### config.mk
export PLATFORM = sky130hd
export DESIGN_NAME = utev_top
export DESIGN_NICKNAME = d
export VERILOG_FILES = /design/src/core/utev_pkg.sv /design/src/core/utev_top.sv
export SDC_FILE = /design/constraint.sdc
export NUM_CORES = 1
export LEC_CHECK = 0
export BUFFER_PORTS_ARGS = -buffer_cell sky130_fd_sc_hd__buf_2
export CAP_MARGIN = 5
export CORE_ASPECT_RATIO = 0.9
export CORE_MARGIN = 2
export CORE_UTILIZATION = 50
export DETAILED_ROUTE_END_ITERATION = 8
export PLACE_DENSITY = 0.7
export SYNTH_ARGS = -nofsm -noshare
export SYNTH_HDL_FRONTEND = slang
export SYNTH_SLANG_ARGS = --single-unit
### constraint.sdc
create_clock -name mclk_in -period 2.35 [get_ports mclk_in]
set_input_delay 0.1175 -clock mclk_in [delete_from_list [all_inputs] [get_ports mclk_in]]
set_output_delay 0.1175 -clock mclk_in [all_outputs]
set_load 0.01 [all_outputs]
### src/core/utev_pkg.sv
package utev_pkg;

  // Register byte offsets on the bus.
  localparam logic [11:0] OFF_RX_START = 12'h000;
  localparam logic [11:0] OFF_RX_STOP = 12'h004;
  localparam logic [11:0] OFF_TX_START = 12'h008;
  localparam logic [11:0] OFF_TX_STOP = 12'h00C;
  localparam logic [11:0] OFF_PAUSE = 12'h01C;
  localparam logic [11:0] OFF_EV_CTS = 12'h100;
  localparam logic [11:0] OFF_EV_NOT_CLEAR_TO_SEND_EVENT = 12'h104;
  localparam logic [11:0] OFF_EV_RXRDY = 12'h108;
  localparam logic [11:0] OFF_EV_TXDONE = 12'h11C;
  localparam logic [11:0] OFF_EV_FAULT = 12'h124;
  localparam logic [11:0] OFF_EV_RXTO = 12'h144;
  localparam logic [11:0] OFF_LINKS = 12'h200;
  localparam logic [11:0] OFF_IRQ_SET = 12'h304;
  localparam logic [11:0] OFF_IRQ_CLR = 12'h308;
  localparam logic [11:0] OFF_FAULT_CAUSE = 12'h480;
  localparam logic [11:0] OFF_ENABLE = 12'h500;
  localparam logic [11:0] OFF_PSEL_RTS = 12'h508;
  localparam logic [11:0] OFF_PSEL_TXD = 12'h50C;
  localparam logic [11:0] OFF_PSEL_CTS = 12'h510;
  localparam logic [11:0] OFF_PSEL_RXD = 12'h514;
  localparam logic [11:0] OFF_RX_DATA = 12'h518;
  localparam logic [11:0] OFF_TX_DATA = 12'h51C;
  localparam logic [11:0] OFF_BIT_RATE = 12'h524;
  localparam logic [11:0] OFF_LINE_CFG = 12'h56C;

  // Field positions.
  localparam int CFG_FLOW_BIT = 0;
  localparam int CFG_PARITY_BIT = 1;
  localparam int LINK_CTS_START_BIT = 0;
  localparam int LINK_NOT_CLEAR_TO_SEND_EVENT_STOP_BIT = 1;
  localparam int CAUSE_PARITY_BIT = 1;
  localparam int CAUSE_FRAMING_BIT = 2;

  // Reset values.
  localparam logic [31:0] PSEL_RST = 32'hFFFFFFFF;
  localparam logic [15:0] BIT_RATE_RST = 16'h0364;
  localparam logic [3:0] ENABLE_RST = 4'h0;
  localparam logic [1:0] CFG_RST = 2'h0;

  typedef enum logic [2:0] {
    SER_IDLE = 3'h0,
    SER_START = 3'h1,
    SER_DATA = 3'h2,
    SER_PARITY = 3'h3,
    SER_STOP = 3'h4
  } utev_ser_t;

  typedef struct packed {
    logic ack;
    logic waitreq;
    logic [31:0] rdata;
    logic rx_run;
    logic tx_run;
    logic [7:0] tx_hold;
    logic tx_full;
    logic [7:0] rx_hold;
    logic rx_full;
    logic ev_cts;
    logic ev_not_clear_to_send_event;
    logic ev_rxrdy;
    logic ev_txdone;
    logic ev_fault;
    logic ev_rxto;
    logic rxto_pend;
    logic [1:0] links;
    logic [5:0] irq_en;
    logic [2:0] cause;
    logic [3:0] enable;
    logic [31:0] psel_rts;
    logic [31:0] psel_txd;
    logic [31:0] psel_cts;
    logic [31:0] psel_rxd;
    logic [15:0] bit_rate;
    logic [1:0] cfg;
    logic rxd_m;
    logic rxd_s;
    logic cts_m;
    logic cts_s;
    logic cts_prev;
    utev_ser_t tx_st;
    logic [15:0] tx_cnt;
    logic [2:0] tx_bit;
    logic [7:0] tx_sh;
    logic tx_par;
    logic txd;
    utev_ser_t rx_st;
    logic [15:0] rx_cnt;
    logic [2:0] rx_bit;
    logic [7:0] rx_sh;
    logic rx_par;
    logic rts_n;
  } utev_state_t;

endpackage : utev_pkg

### src/core/utev_top.sv
// Behaviour
// Writing one to rx start trigger starts reception; reads zero.
// Writing one to rx stop trigger stops reception.
// Writing one to tx start/stop triggers begins or ends transmission.
// Clear-to-send event sets when the CTS input falls low.
// Not-clear-to-send event sets when the CTS input rises high.
// Rx ready event sets once a byte lands in rx data holding.
// Line config register holds parity and flow-control enable, read/write.
// Tx done event sets after each byte is fully shifted out.
// Pause halts both directions, finishing a tx byte; rx acts as stopped.
// Event flags stay set until software writes zero to them.
module utev_top
  import utev_pkg::*;
(
  // Clock and reset.
  input wire logic mclk_in,
  input wire logic nrst_in,
  // Avalon-MM slave.
  input wire logic [11:0] avs_address_in,
  input wire logic avs_read_in,
  input wire logic avs_write_in,
  input wire logic [31:0] avs_writedata_in,
  output logic [31:0] avs_readdata_out,
  output logic avs_waitrequest_out,
  // Serial line.
  input wire logic rxd_in,
  input wire logic cts_n_in,
  output logic txd_out,
  output logic rts_n_out
);

  utev_state_t s_q;
  utev_state_t s_d;

  logic bus_wr;
  logic wbit;
  logic cts_fall;
  logic cts_rise;
  logic enabled;
  logic tx_tick;
  logic rx_tick;
  logic [1:0] cfg_wdata;

  assign bus_wr = s_q.ack && avs_write_in;
  assign wbit = avs_writedata_in[0];
  assign cfg_wdata = avs_writedata_in[1:0];
  assign cts_fall = s_q.cts_prev && !s_q.cts_s;
  assign cts_rise = !s_q.cts_prev && s_q.cts_s;
  assign enabled = s_q.enable != 4'h0;
  assign tx_tick = s_q.tx_cnt == 16'h0000;
  assign rx_tick = s_q.rx_cnt == 16'h0000;

  always_comb
  begin
    logic start_rx;
    logic stop_rx;
    logic start_tx;
    logic stop_tx;
    logic pause;
    logic req;
    logic flow;
    start_rx = 1'b0;
    stop_rx = 1'b0;
    start_tx = 1'b0;
    stop_tx = 1'b0;
    pause = 1'b0;
    req = 1'b0;
    flow = 1'b0;
    s_d = s_q;

    // Two-stage synchronisers for the line inputs.
    s_d.rxd_m = rxd_in;
    s_d.rxd_s = s_q.rxd_m;
    s_d.cts_m = cts_n_in;
    s_d.cts_s = s_q.cts_m;
    s_d.cts_prev = s_q.cts_s;
    flow = s_q.cfg[CFG_FLOW_BIT];

    // One wait cycle, then the answer with waitrequest low.
    req = (avs_read_in || avs_write_in) && !s_q.ack;
    s_d.ack = req;
    s_d.waitreq = !req;
    s_d.rdata = 32'h00000000;
    if (req && avs_read_in)
    begin
      case (avs_address_in)
        OFF_EV_CTS: s_d.rdata = {31'h00000000, s_q.ev_cts};
        OFF_EV_NOT_CLEAR_TO_SEND_EVENT: s_d.rdata = {31'h00000000, s_q.ev_not_clear_to_send_event};
        OFF_EV_RXRDY: s_d.rdata = {31'h00000000, s_q.ev_rxrdy};
        OFF_EV_TXDONE: s_d.rdata = {31'h00000000, s_q.ev_txdone};
        OFF_EV_FAULT: s_d.rdata = {31'h00000000, s_q.ev_fault};
        OFF_EV_RXTO: s_d.rdata = {31'h00000000, s_q.ev_rxto};
        OFF_LINKS: s_d.rdata = {30'h00000000, s_q.links};
        OFF_IRQ_SET: s_d.rdata = {26'h0000000, s_q.irq_en};
        OFF_IRQ_CLR: s_d.rdata = {26'h0000000, s_q.irq_en};
        OFF_FAULT_CAUSE: s_d.rdata = {29'h00000000, s_q.cause};
        OFF_ENABLE: s_d.rdata = {28'h0000000, s_q.enable};
        OFF_PSEL_RTS: s_d.rdata = s_q.psel_rts;
        OFF_PSEL_TXD: s_d.rdata = s_q.psel_txd;
        OFF_PSEL_CTS: s_d.rdata = s_q.psel_cts;
        OFF_PSEL_RXD: s_d.rdata = s_q.psel_rxd;
        OFF_RX_DATA: s_d.rdata = {24'h000000, s_q.rx_hold};
        OFF_BIT_RATE: s_d.rdata = {16'h0000, s_q.bit_rate};
        OFF_LINE_CFG: s_d.rdata = {30'h00000000, s_q.cfg};
        default: s_d.rdata = 32'h00000000;
      endcase
    end

    // Reading the rx data holding register empties it.
    if (s_q.ack && avs_read_in && avs_address_in == OFF_RX_DATA)
    begin
      s_d.rx_full = 1'b0;
    end

    // Trigger decode, with the CTS shortcuts.
    if (bus_wr && wbit)
    begin
      start_rx = avs_address_in == OFF_RX_START;
      stop_rx = avs_address_in == OFF_RX_STOP;
      start_tx = avs_address_in == OFF_TX_START;
      stop_tx = avs_address_in == OFF_TX_STOP;
      pause = avs_address_in == OFF_PAUSE;
    end
    if (cts_fall && s_q.links[LINK_CTS_START_BIT])
    begin
      start_rx = 1'b1;
    end
    if (cts_rise && s_q.links[LINK_NOT_CLEAR_TO_SEND_EVENT_STOP_BIT])
    begin
      stop_rx = 1'b1;
    end

    // Event flags are cleared by writing zero; hardware sets further down win.
    // zero write clears
    if (bus_wr && !wbit)
    begin
      case (avs_address_in)
        OFF_EV_CTS: s_d.ev_cts = 1'b0;
        OFF_EV_NOT_CLEAR_TO_SEND_EVENT: s_d.ev_not_clear_to_send_event = 1'b0;
        OFF_EV_RXRDY: s_d.ev_rxrdy = 1'b0;
        OFF_EV_TXDONE: s_d.ev_txdone = 1'b0;
        OFF_EV_FAULT: s_d.ev_fault = 1'b0;
        OFF_EV_RXTO: s_d.ev_rxto = 1'b0;
        default: s_d.ev_cts = s_q.ev_cts;
      endcase
    end

    // Plain register writes.
    if (bus_wr)
    begin
      case (avs_address_in)
        OFF_LINKS: s_d.links = avs_writedata_in[1:0];
        OFF_IRQ_SET: s_d.irq_en = s_q.irq_en | avs_writedata_in[5:0];
        OFF_IRQ_CLR: s_d.irq_en = s_q.irq_en & ~avs_writedata_in[5:0];
        OFF_FAULT_CAUSE: s_d.cause = s_q.cause & ~avs_writedata_in[2:0];
        OFF_ENABLE: s_d.enable = avs_writedata_in[3:0];
        OFF_PSEL_RTS: s_d.psel_rts = avs_writedata_in;
        OFF_PSEL_TXD: s_d.psel_txd = avs_writedata_in;
        OFF_PSEL_CTS: s_d.psel_cts = avs_writedata_in;
        OFF_PSEL_RXD: s_d.psel_rxd = avs_writedata_in;
        OFF_BIT_RATE: s_d.bit_rate = avs_writedata_in[15:0];
        // config storage
        OFF_LINE_CFG: s_d.cfg = cfg_wdata;
        OFF_TX_DATA:
        begin
          s_d.tx_hold = avs_writedata_in[7:0];
          s_d.tx_full = 1'b1;
        end
        default: s_d.links = s_q.links;
      endcase
    end

    // CTS falling edge
    if (cts_fall)
    begin
      s_d.ev_cts = 1'b1;
    end
    // CTS rising edge
    if (cts_rise)
    begin
      s_d.ev_not_clear_to_send_event = 1'b1;
    end

    // receiver start
    if (start_rx)
    begin
      s_d.rx_run = 1'b1;
      s_d.rxto_pend = 1'b0;
    end
    // receiver stop
    // pause stops receiver
    if (stop_rx || pause)
    begin
      s_d.rx_run = 1'b0;
      s_d.rxto_pend = 1'b1;
    end
    // transmitter start
    if (start_tx)
    begin
      s_d.tx_run = 1'b1;
    end
    // pause lets byte finish
    if (pause)
    begin
      s_d.tx_run = 1'b0;
    end

    // Transmit shifter; a byte in flight completes on pause.
    s_d.tx_cnt = tx_tick ? s_q.bit_rate - 16'h0001 : s_q.tx_cnt - 16'h0001;
    unique case (s_q.tx_st)
      SER_IDLE:
      begin
        s_d.txd = 1'b1;
        if (s_q.tx_run && s_q.tx_full && enabled && !(flow && s_q.cts_s))
        begin
          s_d.tx_sh = s_q.tx_hold;
          s_d.tx_par = ^s_q.tx_hold;
          // A byte written in this very cycle keeps the holding register full.
          s_d.tx_full = bus_wr && avs_address_in == OFF_TX_DATA;
          s_d.txd = 1'b0;
          s_d.tx_cnt = s_q.bit_rate - 16'h0001;
          s_d.tx_st = SER_START;
        end
      end
      SER_START:
      begin
        if (tx_tick)
        begin
          s_d.txd = s_q.tx_sh[0];
          s_d.tx_bit = 3'h0;
          s_d.tx_st = SER_DATA;
        end
      end
      SER_DATA:
      begin
        if (tx_tick)
        begin
          if (s_q.tx_bit == 3'h7)
          begin
            s_d.txd = s_q.cfg[CFG_PARITY_BIT] ? s_q.tx_par : 1'b1;
            s_d.tx_st = s_q.cfg[CFG_PARITY_BIT] ? SER_PARITY : SER_STOP;
          end
          else
          begin
            s_d.tx_sh = {1'b0, s_q.tx_sh[7:1]};
            s_d.txd = s_q.tx_sh[1];
            s_d.tx_bit = s_q.tx_bit + 3'h1;
          end
        end
      end
      SER_PARITY:
      begin
        if (tx_tick)
        begin
          s_d.txd = 1'b1;
          s_d.tx_st = SER_STOP;
        end
      end
      SER_STOP:
      begin
        // byte shifted out
        if (tx_tick)
        begin
          s_d.ev_txdone = 1'b1;
          s_d.tx_st = SER_IDLE;
        end
      end
      default:
      begin
        s_d.txd = 1'b1;
        s_d.tx_st = SER_IDLE;
      end
    endcase
    // transmitter stop
    if (stop_tx)
    begin
      s_d.tx_run = 1'b0;
      s_d.txd = 1'b1;
      s_d.tx_st = SER_IDLE;
    end

    // Receive sampler; a frame already started is finished unless its start bit reads high at mid-bit, which returns to idle.
    s_d.rx_cnt = rx_tick ? s_q.bit_rate - 16'h0001 : s_q.rx_cnt - 16'h0001;
    unique case (s_q.rx_st)
      SER_IDLE:
      begin
        if (s_q.rx_run && enabled && !s_q.rxd_s)
        begin
          s_d.rx_cnt = {1'b0, s_q.bit_rate[15:1]};
          s_d.rx_st = SER_START;
        end
        else if (s_q.rxto_pend)
        begin
          s_d.rxto_pend = 1'b0;
          s_d.ev_rxto = 1'b1;
        end
      end
      SER_START:
      begin
        if (rx_tick)
        begin
          s_d.rx_bit = 3'h0;
          s_d.rx_st = s_q.rxd_s ? SER_IDLE : SER_DATA;
        end
      end
      SER_DATA:
      begin
        if (rx_tick)
        begin
          s_d.rx_sh = {s_q.rxd_s, s_q.rx_sh[7:1]};
          s_d.rx_bit = s_q.rx_bit + 3'h1;
          if (s_q.rx_bit == 3'h7)
          begin
            s_d.rx_st = s_q.cfg[CFG_PARITY_BIT] ? SER_PARITY : SER_STOP;
          end
        end
      end
      SER_PARITY:
      begin
        if (rx_tick)
        begin
          s_d.rx_par = s_q.rxd_s;
          s_d.rx_st = SER_STOP;
        end
      end
      SER_STOP:
      begin
        if (rx_tick)
        begin
          s_d.rx_st = SER_IDLE;
          if (!s_q.rxd_s)
          begin
            s_d.ev_fault = 1'b1;
            s_d.cause[CAUSE_FRAMING_BIT] = 1'b1;
          end
          else if (s_q.cfg[CFG_PARITY_BIT] && (s_q.rx_par != ^s_q.rx_sh))
          begin
            s_d.ev_fault = 1'b1;
            s_d.cause[CAUSE_PARITY_BIT] = 1'b1;
          end
          else
          begin
            // byte to holding
            s_d.rx_hold = s_q.rx_sh;
            s_d.rx_full = 1'b1;
            s_d.ev_rxrdy = 1'b1;
          end
        end
      end
      default:
      begin
        s_d.rx_st = SER_IDLE;
      end
    endcase

    // RTS is held active without flow control.
    s_d.rts_n = flow && !(s_q.rx_run && enabled && !s_d.rx_full);
  end

  always_ff @(posedge mclk_in or negedge nrst_in)
  begin
    if (!nrst_in)
    begin
      s_q <= '0;
      s_q.waitreq <= 1'b1;
      s_q.enable <= ENABLE_RST;
      s_q.psel_rts <= PSEL_RST;
      s_q.psel_txd <= PSEL_RST;
      s_q.psel_cts <= PSEL_RST;
      s_q.psel_rxd <= PSEL_RST;
      s_q.bit_rate <= BIT_RATE_RST;
      s_q.cfg <= CFG_RST;
      s_q.rxd_m <= 1'b1;
      s_q.rxd_s <= 1'b1;
      s_q.cts_m <= 1'b1;
      s_q.cts_s <= 1'b1;
      s_q.cts_prev <= 1'b1;
      s_q.tx_st <= SER_IDLE;
      s_q.rx_st <= SER_IDLE;
      s_q.txd <= 1'b1;
      s_q.rts_n <= 1'b1;
    end
    else
    begin
      s_q <= s_d;
    end
  end

  assign avs_readdata_out = s_q.rdata;
  assign avs_waitrequest_out = s_q.waitreq;
  assign txd_out = s_q.txd;
  assign rts_n_out = s_q.rts_n;
endmodule // utev_top

Word level (Yosys, flattened, before mapping)
Index checks and enable logic that the tools add are counted.
- add/subtract/negate cells: 5
- equality and inequality tests: 51
- reductions and logical operators: 74
- muxes and demuxes: 97
- bitwise gates (word level): 6
- operators by type and width (kind ; count):
    case mux 32 bit (17 select lines) ; 1
    two-way mux 32 bit ; 5
    two-way mux 153 bit ; 1
    == test 12 x 11 -> 1 bit (second input constant) ; 10
    two-way mux 16 bit ; 5
    == test 12 x 9 -> 1 bit (second input constant) ; 6
    two-way mux 1 bit ; 50
    subtractor 16 x 1 -> 16 bit (second input constant) ; 3
    two-way mux 3 bit ; 13
    two-way mux 19 bit ; 2
    == test 12 x 10 -> 1 bit (second input constant) ; 3
    two-way mux 11 bit ; 3
    logical NOT 16 bit ; 2
    AND reduction 2 bit ; 16
    case mux 3 bit (5 select lines) ; 2
    == test 12 x 4 -> 1 bit (second input constant) ; 2
    != test 2 bit (second input constant) ; 11
    logical AND 1 bit ; 21
    != test 3 bit (second input constant) ; 6
    nonzero test 2 bit ; 9
    case mux 8 bit (2 select lines) ; 1
    AND reduction 4 bit ; 4
    parity 8 bit ; 2
    two-way mux 2 bit ; 7
    other kinds (28) ; 48
- output and inout bits: 35
- bits in registers: 291
- logic and storage cells: 277
- input bits: 50

Logic depth before layout (Yosys ltp)
Gate-level depths: netlist of run 1.
- word-level depth: 11
- gate-level depth with buffers: 8
- gate-level depth less buffers: 7

Worst setup path after synthesis of run 1
Ideal clock, no wire load.
- path kind: register to register
- start point: reg s_q[55] (netlist name)
- end point: reg s_q[34] (netlist name)
- library setup time: 0.125 ns
- data required time: 2.225 ns
- clock period less this slack: 2.240 ns
- path slack: 0.110 ns
- stages on the path, launching flop included: 7
- arrival: 2.114 ns
- cell sequence: dfrtp_1 -> or3_4 -> or4_4 -> nor4_4 -> a21o_1 -> buf_6 -> mux2_4
- longest elaborated chain between the ends: 3
- RTL lines (what ; RTL line ; text):
    start, declared ; utev_top.sv:32 ; utev_state_t s_q;
    logical NOT 16 bit ; utev_top.sv:50 ; assign tx_tick = s_q.tx_cnt == 16'h0000;
    != test 2 bit (no line) ; - ;
    AND reduction 4 bit (no line) ; - ;
No other way between the ends.
A chain may end at the register's enable or synchronous reset.

==> results of run 1 <==
-- per-stage QoR --
| stage | worst slack, ns | instance area (µm²) | util, % |
|---|---|---|---|
| 6_report | 0.0900 | 17100 | 59.4 |
| 3_5_place_dp | -0.0461 | 15600 | 54.2 |
| 4_1_cts | 0.0135 | 17000 | 59.1 |
| 2_1_floorplan | 0.110 | 14500 | - |
| 5_1_grt | -0.00229 | 17100 | 59.4 |
| 3_3_place_gp | 0.0544 | 15600 | 54.2 |
-- cell families (layout without fill, tap and decap cells) --
family	after synthesis	after routing	share of synthesized area (%)
AND/OR/NAND/NOR	298	298	11.8
flip-flops	291	291	51.6
AO/OA/AOI/OAI	225	225	11.3
multiplexers	216	216	16.8
buffers and inverters	125	273	4.53
XOR/XNOR	52	52	3.34
adder cells (fa/ha/maj)	8	8	0.692
-- power groups by stage --
stage	clock network, W	logic (W)	registers, W
6_report	0.00495	0.000676	0.00526
5_1_grt	0.00525	0.000747	0.00527
4_1_cts	0.00503	0.000674	0.00524
3_5_place_dp	0	0.000622	0.00532
3_3_place_gp	0	0.000612	0.00531
2_1_floorplan	0	0.000286	0.00530
-- repair_timing --
item,CTS,global route
resized for setup,2,10
setup endpoints to repair,10,33
hold buffers,34,0
pin swaps,0,3
buffers inserted,0,4
hold endpoints to repair,198,0
-- cells in the mapped netlist (all sizes together), types with 25 or more instances --
master  count
a21oi      29
a22oi      45
buf        67
clkbuf     43
dfrtp     150
dfstp     141
mux2      191
mux2i      25
nand2      82
nand3      27
nor2       60
o21ai      34
xnor2      36
-- state kept, by name, indices dropped and copies added (netlist names), named ones only --
| signal | count |
|---|---|
| s_q | 247 |
| avs_readdata_out | 32 |
| s_d | 3 |
| avs_waitrequest_out | 1 |
| rts_n_out | 1 |
| txd_out | 1 |
-- cell usage in the layout, fill, tap and decap left out, types with 33 or more instances in the layout --
| cell type | Yosys | final |
|---|---|---|
| a22oi_1 | 45 | 45 |
| buf_2 | 26 | 83 |
| buf_4 | 35 | 65 |
| dfrtp_1 | 150 | 150 |
| dfstp_2 | 141 | 141 |
| dlygate4sd3_1 | 0 | 34 |
| mux2_2 | 181 | 181 |
| nand2_1 | 81 | 81 |
| nor2_1 | 59 | 58 |
| o21ai_0 | 33 | 33 |
| xnor2_1 | 36 | 36 |
-- worst min-delay path by stage --
stage / from / to / cells past startpoint
floorplan: nrst_in / asynchronous set/reset pin / 0
global placement: nrst_in / s_q[44]$_DFFE_PN0P_ / 1
detailed placement: nrst_in / s_q[42]$_DFFE_PN0P_ / 1
CTS: avs_writedata_in[3] / flop / 3
global route: avs_writedata_in[3] / flop / 3
finish: avs_writedata_in[4] / flop / 3
-- critical path: stages (launching register included) --
cell	delay, ns
dfrtp_1	0.41
inv_1	0.07
ha_1	0.20
or3b_2	0.47
or4_1	0.54
xor2_1	0.16
a211oi_1	0.23
a21o_1	0.11
-- layer usage --
metal	vias to the layer above	wire length (µm)	track usage, %
met4	0	1100	8.22
met5	-	0	0
li1	4676	-	-
met2	324	16500	37.7
met1	5172	16400	34.2
met3	65	1800	3.03
-- final cells by class --
cell class	count	area, µm²	share of cell area [%]
Clock buffer	42	877	5.14
Clock inverter	16	168	0.983
Inverter	15	56.3	0.330
Multi-Input combinational cell	799	6460	37.9
Sequential cell	291	7460	43.7
Tap cell	366	458	2.68
Timing Repair Buffer	200	1580	9.27
==> impl_metrics.yaml, run 1 <==
floorplan:
  rows: 59
  core_area_um2: 28700
  dieArea_um2: 30300
  die_w_um: 183
  pin_count: 85
  die_height_um: 165
  start_util_pct: 50.3
finish:
  layout-drive-gt1-share_pct: 43.1
  n_antenna_cell: 0
  nNetsFinal: 1396
  area_growth_pct: 18.0
  stdcell_count: 1729
  nFillCells: 2284
clocking:
  cts_sinks: 291
  clk_pin_slew_ns: 0.06
  clk_path_buf_depth: 3
  cts_max_level: 1
  clk_latency_ns: 0.57
  root_buffer: "clkbuf_16"
  cts_tree: "yes"
  cts_buffers: 31
logic_synthesis:
  synth_flop_cell: "dfrtp_1"
  synth_top_area_share_pct: 26.0
  syn_nets: 1273
  synthDistinctLibCells: 80
  synthesis.area_um2: 14500
  synth-seq-area-share_pct: 51.6
  synth_edf_count: 0
  netlist_instances: 1215
  ys_top_cells_by_area: "dfrtp_1, dfstp_2, mux2_2"
  yosys.area.top_type: "dfrtp_1"
  synthArstFlopShare_pct: 100
  syn_avg_cell_area_um2: 11.9
  synth_seq_cells: 291
  yosys_warnings: 0
power:
  totalPowerFinal_w: 0.0109
  combPwrFrac_pct: 6.2
  p_per_area_nw_per_um2: 638
  p_switching_w: 0.00253
  clkPwrFrac_pct: 45.5
  power_leakage_nw: 7.28
  irDropWorstVdd_mv: 0.701
  power_frac_seq_pct: 48.3
  p_int_w: 0.00835
  power_switching_share_pct: 23.3
worst_setup_path:
  reg2reg_from: "s_q[14]$_DFF_PN0_"
  r2r_slack_ns: 0.09
  crit_start: "s_q[14]$_DFF_PN0_"
  worstSetupEndpoint: "s_q[25]$_DFF_PN0_"
  startpoint_type: "flop"
  timing.rr.end: "s_q[25]$_DFF_PN0_"
  required_ns: 2.84
  reg2reg_depth: 7
  cp.arrival_ns: 2.75
  crit_fanout: 4
  end_kind: "flop"
  critPathKind: "reg2reg"
timing:
  maxSlewViolCount: 0
  fin_setup_tns_ns: 0
  hold_ws_ns: 0.0222
  relSlewSlack_pct: 50.7
  setup_violations: 0
  finalCritPeriodShare_pct: 96.2
  fmax_mhz: 442
  tightest_slew_ns: 0.732
  skew_ns: 0.0237
  min_period_ns: 2.26
  hold_viol_final: 0
placed_design:
  portBuffers: 84
  place_hpwl_mm: 24.0
  place_inst: 1633
  place_congestion: 0.863
global_route:
  grt_pass1_vias: 10300
  grt_usage_pct: 23.9
  grt_max_degree: 70
  overflow: 0
  antenna_found_initial: 0
  grt_pass1_wl_mm: 56.8
detailed_routing:
  via_count: 10200
  wl_mm: 35.9
  antenna_left: 0
  wl_per_cell_um: 20.7
  viasPerCell: 5.92
  drtIter0Drc: 692
  drtPass1Iterations: 5
  drc: 0
run:
  drv_cap: 0
status:
  status: "finished clean"
min_path:
  holdCritPathClass: "in2reg"
No activity file was read; power rests on OpenSTA's default activity.
==> run 2, diff against run 1 <==
--- a/config.mk
+++ b/config.mk
@@ -9,9 +9,8 @@
 export CAP_MARGIN = 5
 export CORE_ASPECT_RATIO = 0.9
 export CORE_MARGIN = 2
-export CORE_UTILIZATION = 50
+export CORE_UTILIZATION = 40
 export DETAILED_ROUTE_END_ITERATION = 8
-export PLACE_DENSITY = 0.7
 export SYNTH_ARGS = -nofsm -noshare
 export SYNTH_HDL_FRONTEND = slang
 export SYNTH_SLANG_ARGS = --single-unit
==> constraint.sdc (replaced) <==
create_clock -name mclk_in -period 2.4 [get_ports mclk_in]
set_input_delay 0.12 -clock mclk_in [delete_from_list [all_inputs] [get_ports mclk_in]]
set_output_delay 0.12 -clock mclk_in [all_outputs]
set_load 0.01 [all_outputs]
==> run 2 against run 1 <==
Against the previous run: global-route usage shrank 3.5 points; register-to-register slack barely moved; hold slack gained 0.0012 ns; sequential share of layout area is 0.21 points lower; highest routed layer unchanged; power barely moved; largest power group unchanged; cell count grew 6.3%; die area rose by 24%; sequential power fell by 2%; non-clock buffer count down 3.
==> impl_metrics.yaml, run 2 (synthesis results as in run 1) <==
detailed_routing:
  drc: 0
  viasPerCell: 5.56
  antenna_left: 0
  drtPass1Iterations: 5
  drtIter0Drc: 643
  wl_mm: 37.7
  wl_per_cell_um: 20.5
  via_count: 10200
finish:
  n_antenna_cell: 0
  regMostFlops: "s_q"
  nNetsFinal: 1396
  final_area_um2: 17100
  final_cell_mix: "mux2_2, dfrtp_1, dfstp_2, buf_2, nand2_1"
  area_growth_pct: 18.5
  nFillCells: 3249
  layout-drive-gt1-share_pct: 42.9
  largest_reg_flops: 247
  post-route-util_pct: 47.7
  multi_input_area_um2: 6460
  mostFrequentLayoutCell: "mux2_2"
  ff_latch_area_um2: 7460
timing:
  hold_ws_ns: 0.0233
  tightest_slew_ns: 0.714
  layout_setup_ws_ns: 0.0708
  maxSlewViolCount: 0
  relSlewSlack_pct: 52.0
  setup_violations: 0
  skew_ns: 0.0192
  min_period_ns: 2.33
  fin_setup_tns_ns: 0
  fmax_mhz: 429
  finalCritPeriodShare_pct: 97.0
  hold_viol_final: 0
placed_design:
  placed_area_um2: 15600
  pre_cts_slack_ns: -0.0582
  place_hpwl_mm: 25.3
  place_congestion: 0.890
  portBuffers: 84
min_path:
  holdCritPathClass: "in2reg"
  whs_endpoint: "s_q[254]$_DFFE_PN0P_"
  hold_depth: 2
  hold_start: "avs_writedata_in[7]"
worst_setup_path:
  cp_top_family: "buffers and inverters"
  startpoint_type: "primary input"
  reg2reg_depth: 6
  worst_path_largest_cell_delay_ns: 0.59
  critPathKind: "in2reg"
  r2r_slack_ns: 0.08
  crit_chain: "dlygate4sd3_1 > buf_2 > buf_4 > or4_1 > buf_4 > nor4_1 > buf_4 > nor2_1 > o211ai_1 > o32a_1"
  reg2reg_from: "s_q[24]$_DFF_PN0_"
  crit_buf_inv: 5
  timing.rr.end: "s_q[239]$_DFFE_PN0P_"
  crit_top_cell: "buf_4"
  slowest_stage: "or4_1"
  end_kind: "flop"
  required_ns: 2.86
  cp.arrival_ns: 2.79
  crit_fanout: 8
power:
  power_switching_share_pct: 23.2
  power_frac_seq_pct: 47.3
  p_per_area_nw_per_um2: 635
  combPwrFrac_pct: 5.9
  p_int_w: 0.00835
  power_leakage_nw: 7.26
  p_switching_w: 0.00253
  irDropWorstVdd_mv: 0.593
  clkPwrFrac_pct: 46.8
clocking:
  cts_tree: "yes"
  cts_buffers: 34
  clk_pin_slew_ns: 0.06
  clk_latency_ns: 0.52
  cts_max_level: 2
  clk_path_buf_depth: 3
  cts_sinks: 291
  root_buffer: "clkbuf_16"
floorplan:
  rows: 66
  core_area_um2: 35900
  start_util_pct: 40.2
  pin_count: 85
  die_w_um: 204
  die_height_um: 184
  dieArea_um2: 37700
global_route:
  grt_usage_pct: 20.4
  grt_pass1_vias: 10600
  grt_pass1_wl_mm: 59.9
  overflow: 0
  antenna_found_initial: 3
  grt_max_degree: 70
run:
  drv_cap: 0
status:
  status: "finished clean"
## run 2: cell count changes in the layout (fill, tap and decap cells not counted), moves of 4 or more
cell and change:
clkbuf_1 +5, clkinv_2 -4, clkbuf_16 +4, dlygate4sd3_1 -4, buf_12 -6, buf_4 +7
## run 2: worst max path at each step
stage	start	endpoint	slack [ns]	cells past startpoint
6_report	avs_address_in[6]	txd_out$_DFFE_PN1P_	0.07	10
5_1_grt	s_q[24]$_DFF_PN0_	s_q[239]$_DFFE_PN0P_	-0.009	6
4_1_cts	s_q[13]$_DFF_PN0_	s_q[6]$_DFFE_PN0P_	0.01	7
3_5_place_dp	s_q[216]$_DFFE_PN0P_	s_q[54]$_DFF_PN0_	-0.06	5
3_3_place_gp	s_q[216]$_DFFE_PN0P_	s_q[59]$_DFF_PN0_	-0.01	5
2_1_floorplan	s_q[55]$_DFF_PN0_	s_q[34]$_DFFE_PN0P_	0.16	6
## run 2: timing repair
action	CTS	global route
endpoints found under the hold margin	176	0
gates resized for setup	2	9
pin swaps	0	4
setup endpoints to repair	19	30
hold buffers	30	0
setup buffers	0	2
cloned	0	1
## run 2: metrics by stage
step	total power [W]	cells
2_1_floorplan	0.00547	1215
5_1_grt	0.0113	1838
3_5_place_dp	0.00581	1745
3_3_place_gp	0.00580	1745
4_1_cts	0.0110	1835
6_report	0.0109	1838
## run 2: cell type report
cell class / count / share of cell area, %
Sequential cell: 291 / 43.5
Clock buffer: 50 / 5.73
Timing Repair Buffer: 197 / 8.60
Clock inverter: 10 / 0.650
Multi-Input combinational cell: 799 / 37.7
Inverter: 15 / 0.329
Tap cell: 476 / 3.47
## run 2: power by group through the flow
stage	clock (W)	combinational (W)	sequential, W
after floorplan	0	0.000280	0.00519
after global placement	0	0.000586	0.00521
after detailed placement	0	0.000595	0.00522
after CTS	0.00522	0.000636	0.00514
after global routing	0.00542	0.000710	0.00516
final	0.00509	0.000638	0.00514
## run 2: metal layers
layer,up-vias,track usage [%],routed length [µm]
met5,-,0,0
met2,238,33.5,17900
met4,0,6.78,1030
met1,5227,27.5,17200
met3,62,3.09,1590
li1,4691,-,-
## run 2: worst reg2reg max path: cells and delay by family (launching register included)
family	cells	cell delay, ns
buf+inv	1	0.15
simple gates	4	1.31
flops	1	0.42
mux	1	0.34
==> run 3, diff against run 2 <==
--- a/config.mk
+++ b/config.mk
@@ -5,9 +5,9 @@
 export SDC_FILE = /design/constraint.sdc
 export NUM_CORES = 1
 export LEC_CHECK = 0
-export BUFFER_PORTS_ARGS = -buffer_cell sky130_fd_sc_hd__buf_2
+export BUFFER_PORTS_ARGS = -buffer_cell sky130_fd_sc_hd__buf_4
 export CAP_MARGIN = 5
-export CORE_ASPECT_RATIO = 0.9
+export CORE_ASPECT_RATIO = 0.7
 export CORE_MARGIN = 2
 export CORE_UTILIZATION = 40
 export DETAILED_ROUTE_END_ITERATION = 8
==> run 3 against run 2 <==
Against the previous run: non-clock buffer count rose by 6; die area is essentially flat; cell area grew 0.58%; hold slack better by 0.026 ns.
==> impl_metrics.yaml, run 3 (synthesis results as in run 1) <==
power:
  combPwrFrac_pct: 6.4
  p_per_area_nw_per_um2: 602
  irDropWorstVdd_mv: 0.543
  power_switching_share_pct: 23.6
  power_frac_seq_pct: 49.6
  totalPowerFinal_w: 0.0104
  power_leakage_nw: 7.24
  clkPwrFrac_pct: 44.1
  p_int_w: 0.00793
  p_switching_w: 0.00245
timing:
  fmax_mhz: 424
  setup_violations: 0
  hold_viol_final: 0
  min_period_ns: 2.36
  fin_setup_tns_ns: 0
  skew_ns: 0.0108
  relSlewSlack_pct: 39.9
  tightest_slew_ns: 0.889
  maxSlewViolCount: 0
  finalCritPeriodShare_pct: 98.4
  grt_setup_unrepaired: "no"
clocking:
  root_buffer: "clkbuf_16"
  cts_max_level: 1
  cts_buffers: 30
  clk_latency_ns: 0.57
  cts_tree: "yes"
  clk_pin_slew_ns: 0.06
  clk_path_buf_depth: 3
  cts_sinks: 291
floorplan:
  dieArea_um2: 37700
  start_util_pct: 40.4
  die_w_um: 231
  die_height_um: 163
  core_area_um2: 35800
  pin_count: 85
  rows: 58
finish:
  final_cell_mix: "mux2_2, buf_4, dfrtp_1, dfstp_2, nand2_1"
  nNetsFinal: 1398
  regMostFlops: "s_q"
  n_antenna_cell: 0
  multi_input_area_um2: 6420
  ff_latch_area_um2: 7460
  nFillCells: 3231
  post-route-util_pct: 48.2
  area_growth_pct: 19.2
  layout-drive-gt1-share_pct: 41.9
  final_area_um2: 17200
  largest_reg_flops: 247
  mostFrequentLayoutCell: "mux2_2"
worst_setup_path:
  crit_fanout: 8
  startpoint_type: "flop"
  required_ns: 2.85
  critPathKind: "reg2reg"
  end_kind: "flop"
  cp.arrival_ns: 2.81
detailed_routing:
  wl_per_cell_um: 20.7
  via_count: 10300
  drtPass1Iterations: 5
  drc: 0
  wl_mm: 38.2
  antenna_left: 0
  drtIter0Drc: 805
  viasPerCell: 5.56
placed_design:
  portBuffers: 84
  placed_area_um2: 15800
  place_congestion: 0.884
  place_hpwl_mm: 26.7
min_path:
  holdCritPathClass: "in2reg"
global_route:
  grt_pass1_wl_mm: 60.1
  grt_max_degree: 73
  overflow: 0
  grt_usage_pct: 20.4
  grt_pass1_vias: 10400
  antenna_found_initial: 0
status:
  status: "finished clean"
run:
  drv_cap: 0
## run 3: cell count changes in the layout (fill, tap and decap cells not counted), moves of 2 or more
cell,before,now
buf_2,83,0
buf_4,72,153
dlygate4sd3_1,30,41
clkbuf_16,35,31
clkbuf_8,5,8
bufinv_16,2,0
inv_6,2,0
## run 3: cell type report
class                           count  share of cell area [%]
Clock inverter                      7                   0.232
Timing Repair Buffer              203                    10.1
Tap cell                          480                    3.48
Multi-Input combinational cell    799                    37.3
Sequential cell                   291                    43.3
Inverter                           15                   0.327
Clock buffer                       49                    5.36
## run 3: timing repair
| item | in CTS | in global routing |
|---|---|---|
| hold buffers | 41 | 0 |
| buffers inserted | 0 | 1 |
| hold endpoints to repair | 295 | 0 |
| setup endpoints to repair | 0 | 18 |
| gates resized for setup | 0 | 4 |
## run 3: final timing paths
check / start / to / slack [ns] / depth (start not counted)
min: avs_write_in / flop / 0.05 / 4
max reg2reg: s_q[24]$_DFF_PN0_ / s_q[242]$_DFFE_PN0P_ / 0.04 / 5
max: s_q[24]$_DFF_PN0_ / s_q[242]$_DFFE_PN0P_ / 0.04 / 5
max in group asynchronous: nrst_in / s_q[176]$_DFFE_PN1P_ / 1.48 / 3
min in group asynchronous: nrst_in / avs_readdata_out[4]$_DFF_PN0_ / 0.11 / 2
min reg2reg: s_d[65]$_DFF_PN1_ / s_d[64]$_DFF_PN1_ / 0.36 / 0
## run 3: through the flow
step                      instances  setup slack (ns)  hold slack, ns
after floorplan                1215             0.160          -0.176
after global placement         1746            0.0758           0.108
after detailed placement       1746            0.0304           0.105
after CTS                      1843           0.00463          0.0206
after global routing           1844           0.00123          0.0859
final                          1844            0.0391          0.0498
## run 3: layer usage
metal | global-route usage, % | share of wire [%] | vias to the layer above
met1 | 31.9 | 51 | 5247
li1 | - | - | 4681
met5 | 0 | 0 | -
met3 | 3.33 | 5.1 | 43
met2 | 29.5 | 42 | 282
met4 | 3.81 | 1.6 | 0
## run 3: power groups by stage
stage	Combinational (W)	Sequential (W)	Clock, W
2_1_floorplan	0.000280	0.00519	0
3_3_place_gp	0.000609	0.00521	0
3_5_place_dp	0.000610	0.00522	0
4_1_cts	0.000666	0.00514	0.00469
5_1_grt	0.000731	0.00516	0.00487
6_report	0.000662	0.00514	0.00457
## run 3: worst max-delay path: stages, from the launching register on
cell and delay, ns:
dfrtp_1 0.42, or4_1 0.55, nor2_1 0.28, nand4_1 0.21, nor3_4 0.39, mux2_2 0.40
